File: src/pkg/gate_cfg_consts.svh
/*
 * Constants of the gate driver and regulator configuration word: its
 * register index, field positions, field widths and reset values.
 * Assumes it is included by bare name, by the modules that use it.
 */
`ifndef GATE_CFG_CONSTS_SVH
`define GATE_CFG_CONSTS_SVH

// Register index of the configuration word on the plain register port.
`define GDC_ADDR_CONFIG_TWO     8'hae

// Field positions, most significant bit first.
`define GDC_POS_PARITY          31
`define GDC_POS_COMP_EN         30
`define GDC_POS_TARGET_HI       29
`define GDC_POS_TARGET_LO       26
`define GDC_POS_SEQ_DIS         24
`define GDC_POS_CUR_LIM         23
`define GDC_POS_VSEL_HI         22
`define GDC_POS_VSEL_LO         21
`define GDC_POS_REG_DIS         20
`define GDC_POS_MINON_HI        19
`define GDC_POS_MINON_LO        17

// Reset values of each field.
`define GDC_RST_PARITY          1'h0
`define GDC_RST_COMP_EN         1'h0
`define GDC_RST_TARGET          4'h0
`define GDC_RST_SEQ_DIS         1'h1
`define GDC_RST_CUR_LIM         1'h0
`define GDC_RST_VSEL            2'h1
`define GDC_RST_REG_DIS         1'h0
`define GDC_RST_MINON           3'h0

// Codes with a special meaning.
`define GDC_TARGET_AUTO         4'h0
`define GDC_TARGET_MAX          4'h9
`define GDC_MINON_AUTO          3'h1

// Read value of an unmapped index.
`define GDC_READ_ZERO           32'h0000_0000

`endif

File: src/pkg/gate_cfg_pkg.sv
/*
 * Types of the gate driver configuration block: the field group and the
 * whole registered state of the block.
 * Assumes nothing of its surroundings.
 */
package gate_cfg_pkg;

	// Stored fields of the configuration word.
	typedef struct packed {
		logic       parity;
		logic       comp_en;
		logic [3:0] target_delay;
		logic       regulator_sequencing_disable;
		logic       regulator_current_limit_select;
		logic [1:0] regulator_voltage_select;
		logic       regulator_disable;
		logic [2:0] min_on_time;
	} cfg_fields_t;

	// Everything the block holds in flip-flops.
	typedef struct packed {
		cfg_fields_t cfg;
		logic [31:0] rdata;
	} cfg_state_t;

endpackage

File: src/design/gate_driver_config_two.sv
/*
 * Gate driver and buck regulator configuration word, one 32-bit register
 * behind a plain register port, driving field levels to the analog blocks.
 * Assumes a master that holds each strobe for one cycle, never raises both
 * strobes together, and samples read data in the cycle after the read.
 */
`timescale 1ns/1ps
`default_nettype none

`include "gate_cfg_consts.svh"

module gate_driver_config_two #(
	parameter int ADDR_W = 8
) (
	input  wire logic              clk_sys,
	input  wire logic              resetn,
	input  wire logic [ADDR_W-1:0] reg_addr,
	input  wire logic [31:0]       reg_wdata,
	input  wire logic              reg_wr,
	input  wire logic              reg_rd,
	output logic      [31:0]       reg_rdata,
	output logic                   delay_comp_enable,
	output logic      [3:0]        delay_target,
	output logic                   delay_target_auto,
	output logic                   delay_target_valid,
	output logic                   regulator_sequencing_disable,
	output logic                   regulator_current_limit_select,
	output logic      [1:0]        regulator_voltage_select,
	output logic                   regulator_disable,
	output logic      [2:0]        min_on_time,
	output logic                   min_on_time_auto
);

	gate_cfg_pkg::cfg_state_t state_r;
	gate_cfg_pkg::cfg_state_t state_nxt;
	logic                     hit;
	logic [31:0]              word;

	// Index compare; the index is widened so a narrow port never truncates it.
	assign hit = ({{(32-ADDR_W){1'b0}}, reg_addr} == 32'(`GDC_ADDR_CONFIG_TWO));

	// Read image; reserved positions stay zero because nothing drives them.
	always_comb begin
		word = `GDC_READ_ZERO;
		word[`GDC_POS_PARITY] = state_r.cfg.parity;
		word[`GDC_POS_COMP_EN] = state_r.cfg.comp_en;
		word[`GDC_POS_TARGET_HI:`GDC_POS_TARGET_LO] = state_r.cfg.target_delay;
		word[`GDC_POS_SEQ_DIS] = state_r.cfg.regulator_sequencing_disable;
		word[`GDC_POS_CUR_LIM] = state_r.cfg.regulator_current_limit_select;
		word[`GDC_POS_VSEL_HI:`GDC_POS_VSEL_LO] = state_r.cfg.regulator_voltage_select;
		word[`GDC_POS_REG_DIS] = state_r.cfg.regulator_disable;
		word[`GDC_POS_MINON_HI:`GDC_POS_MINON_LO] = state_r.cfg.min_on_time;
	end

	// Next state: writes update fields, reads capture the image for the next cycle.
	always_comb begin
		state_nxt = state_r;
		if (reg_wr && hit) begin
			state_nxt.cfg.parity = reg_wdata[`GDC_POS_PARITY];
			state_nxt.cfg.comp_en = reg_wdata[`GDC_POS_COMP_EN];
			state_nxt.cfg.target_delay =
				reg_wdata[`GDC_POS_TARGET_HI:`GDC_POS_TARGET_LO];
			// A written one clears; a written zero leaves the bit as it stands.
			if (reg_wdata[`GDC_POS_SEQ_DIS]) begin
				state_nxt.cfg.regulator_sequencing_disable = 1'b0;
			end
			state_nxt.cfg.regulator_current_limit_select =
				reg_wdata[`GDC_POS_CUR_LIM];
			state_nxt.cfg.regulator_voltage_select =
				reg_wdata[`GDC_POS_VSEL_HI:`GDC_POS_VSEL_LO];
			state_nxt.cfg.regulator_disable = reg_wdata[`GDC_POS_REG_DIS];
			state_nxt.cfg.min_on_time =
				reg_wdata[`GDC_POS_MINON_HI:`GDC_POS_MINON_LO];
		end
		// Read data stand for exactly one cycle; an unmapped index reads zero.
		if (reg_rd) begin
			state_nxt.rdata = hit ? word : `GDC_READ_ZERO;
		end else begin
			state_nxt.rdata = `GDC_READ_ZERO;
		end
	end

	// State register with synchronous active-low reset to the documented values.
	always_ff @(posedge clk_sys) begin
		if (!resetn) begin
			state_r.cfg.parity <= `GDC_RST_PARITY;
			state_r.cfg.comp_en <= `GDC_RST_COMP_EN;
			state_r.cfg.target_delay <= `GDC_RST_TARGET;
			state_r.cfg.regulator_sequencing_disable <= `GDC_RST_SEQ_DIS;
			state_r.cfg.regulator_current_limit_select <= `GDC_RST_CUR_LIM;
			state_r.cfg.regulator_voltage_select <= `GDC_RST_VSEL;
			state_r.cfg.regulator_disable <= `GDC_RST_REG_DIS;
			state_r.cfg.min_on_time <= `GDC_RST_MINON;
			state_r.rdata <= `GDC_READ_ZERO;
		end else begin
			state_r <= state_nxt;
		end
	end

	// Field levels to the analog side, straight from flip-flops.
	assign reg_rdata = state_r.rdata;
	assign delay_comp_enable = state_r.cfg.comp_en;
	assign delay_target = state_r.cfg.target_delay;
	assign regulator_sequencing_disable = state_r.cfg.regulator_sequencing_disable;
	assign regulator_current_limit_select = state_r.cfg.regulator_current_limit_select;
	assign regulator_voltage_select = state_r.cfg.regulator_voltage_select;
	assign regulator_disable = state_r.cfg.regulator_disable;
	assign min_on_time = state_r.cfg.min_on_time;

	// Decoded hints; codes above nine are stored but flagged, since their delay is undefined.
	assign delay_target_auto = (state_r.cfg.target_delay == `GDC_TARGET_AUTO);
	assign delay_target_valid = (state_r.cfg.target_delay <= `GDC_TARGET_MAX);
	assign min_on_time_auto = (state_r.cfg.min_on_time == `GDC_MINON_AUTO);

endmodule

`default_nettype wire

File: config.mk
export PLATFORM = sky130hd
export DESIGN_NAME = gate_driver_config_two
export DESIGN_NICKNAME = d
export VERILOG_FILES = /design/src/pkg/gate_cfg_pkg.sv /design/src/design/gate_driver_config_two.sv
export VERILOG_INCLUDE_DIRS = /design/src /design/src/pkg
export SDC_FILE = /design/constraint.sdc
export NUM_CORES = 1
export LEC_CHECK = 0
export ABC_AREA = 1
export BUFFER_PORTS_ARGS = -buffer_cell sky130_fd_sc_hd__buf_2
export CAP_MARGIN = 5
export CORE_UTILIZATION = 45
export DETAILED_ROUTE_END_ITERATION = 12
export MAX_ROUTING_LAYER = met4
export PLACE_DENSITY_LB_ADDON = 0.05
export SYNTH_ARGS = -nofsm -noshare
export SYNTH_HDL_FRONTEND = slang
export SYNTH_SLANG_ARGS = --single-unit
File: constraint.sdc
create_clock -name clk_sys -period 1.35 [get_ports clk_sys]
set_input_delay 0.0675 -clock clk_sys [delete_from_list [all_inputs] [get_ports clk_sys]]
set_output_delay 0.0675 -clock clk_sys [all_outputs]
set_load 0.05 [all_outputs]
==> impl_metrics.toml, run 1 <==
[status]
status = "finished clean"

[floorplan]
initial_core_util_pct = 47.5
io_pins = 92
die_h_um = 58.8
die_x_um = 58.8
coreArea_mm2 = 0.00305
rows = 20
dieArea_mm2 = 0.00346

[setup_path]
worstSetupPathDepth = 2
worstSetupStartpoint = "delay_target[3]"
reg2reg_to = "delay_target[3]"
critPathKind = "flop to output pin"
reg2reg_from = "delay_target[3]"
worst_path_max_delay_cell = "dfxtp_1"
crit_buf_inv = 1
cp-endpoint = "delay_target_auto"
reg2reg_depth = 4
crit_path_end_kind = "output pin"
cpPeakStageDelay_ns = 0.37
cp-start-kind = "flop"
reg2reg_slack_ns = 0.63
critical_path.top_delay_family = "flip-flops"
path_cells = "nor4_2 > buf_4"
worst_ep_required_time_ns = 1.28
critPathArrivalTime_ns = 1.20
cp_max_fo = 4

[timing]
setup_viol = 0
slew_violations = 0
fin_crit_sh_pct = 94.1
skew_ns = 0.00299
max_freq_mhz = 787
hold_violations = 0
min_period_ns = 1.27
rsz0062_at_grt = "false"

[flow_run]
maxCapViolCount = 0

[drt]
via_per_inst = 4.12
dr.max_layer_used = "met4"
drc = 0
m1WireLength_um = 1160
wl_met3_um = 185
wl_per_cell_um = 9.13
dr.pass1.iters = 4
drt_iter0_drc = 25
vias = 1149
wl_um = 2550
met2_length_um = 1180
ant_nets = 0

[yosys]
syn-cell-area_mm2 = 0.00145
yosys_register_bits = 28
synth_cell_types = 18
yosys_warnings = 0
avgSynthCellArea_um2 = 7.19
yosysSeqAreaShare_pct = 38.6
syn_inst = 202

[final_layout]
fin_nets = 280
n_antenna_cell = 0
synthToLayoutAreaGrowth_pct = 9.05
final_cells = 279
drive_gt1_share_pct = 30.2

[place]
gp_congestion = 0.710
portBuffers = 55
dp_cells = 275
hpwl_um = 1880

[pwr]
powerDensity_mw_per_mm2 = 915
ir_drop_uv = 370
total_power_mw = 1.45
cellLeakagePower_nw = 0.915

[clock_tree]
cts_hold_buffers = 0
path_clk_slew_ns = 0.15
clock_sinks = 28
clockBufferDepth = 2
cts_buffers = 3
ctsRootBufferMaster = "clkbuf_4"
clk_latency_ns = 0.32
cts_tree = "done"
cts_setup_buffers = 0
cts_max_level = 1

[grt]
grt_use_total_pct = 15.6
grt_pass1_wl_um = 3980
grt_pass1_vias = 965
grt_max_degree = 16
grt_overflow = 0
grt_antenna_before_repair = 0

[worst_hold_path]
hold_path_class = "input pin to flop"
-- routing by layer --
metal,vias up,GRT usage (%)
met2,49,28.1
met1,496,17.7
met5,-,-
met3,2,2.20
met4,0,5.10
li1,602,-
-- metrics by stage --
stage / instance area, um2 / worst slack, ns / hold slack [ns] / util, % / setup TNS [ns]
after CTS: 1580 / 0.0134 / 0.00735 / 51.8 / 0
after global routing: 1580 / 0.0222 / 0.0461 / 51.8 / 0
after floorplan: 1530 / -0.0159 / 0.189 / - / -0.0159
final: 1580 / 0.0797 / 0.0146 / 51.8 / 0
after detailed placement: 1540 / 0.195 / 0.355 / 50.6 / 0
after global placement: 1540 / 0.238 / 0.347 / 50.6 / 0
-- logic make-up after synthesis --
group / after synthesis / share of synthesized area [%]
buffers and inverters: 88 / 34.2
and+or+nand+nor: 84 / 26.6
DFF: 28 / 38.6
AOI/OAI and AO/OA: 1 / 0.344
other: 1 / 0.258
-- cells in the mapped netlist --
library cell  number  area (um2)
nand4_1           14        87.6
nor3_1             1        5.00
buf_4             41         308
inv_1             39         146
nor2_1            28         105
nand4_2            1        12.5
buf_2              4        20.0
nor4_1             1        6.26
nor2_4             2        22.5
clkbuf_1           1        3.75
nand2_1           35         131
conb_1             1        3.75
dfxtp_1           28         561
o21ai_0            1        5.00
inv_2              2        7.51
nand3_2            1        10.0
nand3_1            1        5.00
buf_6              1        11.3
-- how the worst min path moves through the flow --
stage | start | slack, ns | cells past startpoint | end
global placement | reg_wdata[21] | 0.35 | 3 | regulator_voltage_select[0]
detailed placement | reg_wdata[21] | 0.36 | 3 | regulator_voltage_select[0]
CTS | reg_wdata[21] | 0.007 | 3 | regulator_voltage_select[0]
global route | reg_wdata[21] | 0.05 | 3 | regulator_voltage_select[0]
floorplan | resetn | 0.19 | 2 | min_on_time[2]
finish | reg_wdata[21] | 0.01 | 3 | regulator_voltage_select[0]
-- worst min-delay path: cells and delay by family --
family | cells | cell delay [ns]
AND/OR/NAND/NOR | 2 | 0.17
buffers and inverters | 1 | 0.08
-- report_power, final --
group / total [mW] / switching, mW / internal (mW)
clock: 0.407 / 0.242 / 0.165
sequential: 0.828 / 0.000659 / 0.828
combinational: 0.214 / 0.168 / 0.0455
total: 1.45 / 0.411 / 1.04
-- layout by cell type (no fill, tap or decap), drive strengths merged --
cell type | synthesis | final
nor2 | 30 | 30
inv | 41 | 41
nand2 | 35 | 35
buf | 46 | 59
conb | 1 | 18
dfxtp | 28 | 28
clkbuf | 1 | 4
nor3 | 1 | 1
nand3 | 2 | 2
o21ai | 1 | 1
nor4 | 1 | 1
nand4 | 15 | 15
-- registers in the layout, summed over array words and instances, names as in the netlist --
name and cells:
delay_target 4, delay_comp_enable 1, regulator_sequencing_disable 1, regulator_voltage_select 2
regulator_disable 1, reg_rdata 14, regulator_current_limit_select 1, min_on_time 3
state_r 1
-- area by class of cell --
type                    instances  area (um2)
clock buffers                   4        36.3
fillers                       347        1470
inverters                      41         154
multi-input cells             103         469
flip-flops and latches         28         561
well taps                      44        55.1
repair buffers                 59         308
-- what timing repair did --
action,in CTS,in global routing
hold endpoints to repair,0,0
gates resized for setup,0,2
endpoints found under the setup margin,0,1
No activity file was read; power rests on OpenSTA's default activity.
==> run 2, diff against run 1 <==
--- a/config.mk
+++ b/config.mk
@@ -9,10 +9,11 @@
 export ABC_AREA = 1
 export BUFFER_PORTS_ARGS = -buffer_cell sky130_fd_sc_hd__buf_2
 export CAP_MARGIN = 5
-export CORE_UTILIZATION = 45
+export CORE_UTILIZATION = 42
 export DETAILED_ROUTE_END_ITERATION = 12
 export MAX_ROUTING_LAYER = met4
-export PLACE_DENSITY_LB_ADDON = 0.05
+export PLACE_DENSITY = 0.78
+export SLEW_MARGIN = 15
 export SYNTH_ARGS = -nofsm -noshare
 export SYNTH_HDL_FRONTEND = slang
 export SYNTH_SLANG_ARGS = --single-unit
==> constraint.sdc (replaced) <==
create_clock -name clk_sys -period 1.3 [get_ports clk_sys]
set_input_delay 0.065 -clock clk_sys [delete_from_list [all_inputs] [get_ports clk_sys]]
set_output_delay 0.065 -clock clk_sys [all_outputs]
set_load 0.05 [all_outputs]
==> run 2 against run 1 <==
  * Worst setup slack lost 0.017 ns
  * Clock skew shrank 0.0022 ns
  * Critical path depth is the same
  * First-iteration DRC count grew 130%
  * Flip-flop and latch count is the same
  * Non-clock buffer count is the same
  * Highest routed layer unchanged
  * Combinational power grew 5%
  * Total power shrank 1.8%
==> impl_metrics.toml, run 2 (synthesis gave the netlist of run 1 again) <==
[status]
status = "finished clean"

[floorplan]
initial_core_util_pct = 46.0
io_pins = 92
die_h_um = 60.8
rows = 20
die_x_um = 60.8
coreArea_mm2 = 0.00315
dieArea_mm2 = 0.00369

[final_layout]
fin_nets = 280
n_antenna_cell = 0
design_area_mm2 = 0.00158
layout_common_cells = "buf_2, inv_1, nand2_1"
final_cells = 278
synthToLayoutAreaGrowth_pct = 9.05
final_common_cell = "buf_2"
drive_gt1_share_pct = 30.3
largest_reg_flops = 14
n_fill_cell = 346

[setup_path]
crit_buf_inv = 1
cp_max_fo = 4
crit_path_end_kind = "output pin"
path_cells = "nor4_4 > buf_6"
critical_path.top_delay_family = "flip-flops"
critPathArrivalTime_ns = 1.17
worst_ep_required_time_ns = 1.24
worst_path_max_delay_cell = "dfxtp_2"
critPathKind = "flop to output pin"
cpPeakStageDelay_ns = 0.37
cp-start-kind = "flop"

[flow_run]
maxCapViolCount = 0

[place]
dp_cells = 275
hpwl_um = 1900
portBuffers = 55
dpl_cell_area_mm2 = 0.00154
gp_congestion = 0.691

[timing]
skew_ns = 0.000786
max_freq_mhz = 808
slew_violations = 0
rsz0062_at_grt = "false"
setup_viol = 0
hold_violations = 0
min_period_ns = 1.24
fin_crit_sh_pct = 95.2
fin_setup_tns_ns = 0

[worst_hold_path]
hold_path_class = "input pin to flop"

[grt]
grt_antenna_before_repair = 0
grt_use_total_pct = 15.9
grt_pass1_vias = 984
grt_pass1_wl_um = 4200
grt_max_degree = 15
grt_overflow = 0

[clock_tree]
path_clk_slew_ns = 0.14
cts_tree = "done"
cts_buffers = 3
ctsRootBufferMaster = "clkbuf_4"
cts_setup_buffers = 0
clk_latency_ns = 0.31
clock_sinks = 28
cts_hold_buffers = 0
clockBufferDepth = 2
cts_max_level = 1

[pwr]
powerDensity_mw_per_mm2 = 899
ir_drop_uv = 319
cellLeakagePower_nw = 0.916
total_power_mw = 1.42

[drt]
vias = 1145
drt_iter0_drc = 58
drc = 0
dr.pass1.iters = 4
ant_nets = 0
via_per_inst = 4.12
wl_per_cell_um = 9.36
wl_um = 2600
==> run 2: cell types whose count changed in the layout (fill, tap and decap cells not counted), sizes merged <==
cell,previous run,this run
clkbuf,4,3
==> run 2: path summary, 6_finish.rpt <==
path,end,start,slack (ns),cells after the start
max,delay_target_auto,delay_target[3],0.06,2
min,regulator_voltage_select[0],reg_wdata[21],0.01,3
max reg2reg,delay_target[2],delay_target[2],0.53,4
min reg2reg,reg_rdata[21],regulator_voltage_select[0],0.46,2
==> run 2: worst min-delay path, delay by kind of cell <==
family | cells | cell delay (ns)
and+or+nand+nor | 2 | 0.16
buffers and inverters | 1 | 0.08
==> run 2: stage by stage <==
step                setup slack [ns]  hold slack [ns]  utilization [%]
floorplan                    -0.0634            0.186                -
global route                 0.00803          0.00656             50.2
global placement               0.220            0.336             49.0
CTS                           0.0350          0.00173             49.8
finish                        0.0628           0.0106             50.2
detailed placement             0.189            0.339             49.0
==> run 2: area by class of cell <==
type | instances | area, um2 | share of cell area [%]
sequential | 28 | 562 | 35.5
multi-input combinational | 103 | 478 | 30.2
timing repair buffer | 59 | 312 | 19.7
inverter | 41 | 154 | 9.72
tap | 44 | 55.1 | 3.48
clock buffer | 3 | 22.5 | 1.42
==> run 2: metal layers <==
metal / wire length, um / global-route usage (%)
met5: 0 / -
met4: 27 / 7.47
met3: 160 / 1.92
met2: 1230 / 26.7
met1: 1190 / 18.8
==> run 2: timing repair <==
item	in CTS	in global routing
endpoints found under the hold margin	0	0
endpoints found under the setup margin	1	1
pin swaps	0	0
resized for setup	1	3
==> run 2: power by group <==
group / total (mW) / internal (mW) / leakage [nW] / switching, mW
combinational: 0.224 / 0.0477 / 0.676 / 0.176
clock: 0.339 / 0.108 / 0.0138 / 0.231
sequential: 0.860 / 0.859 / 0.226 / 0.000825
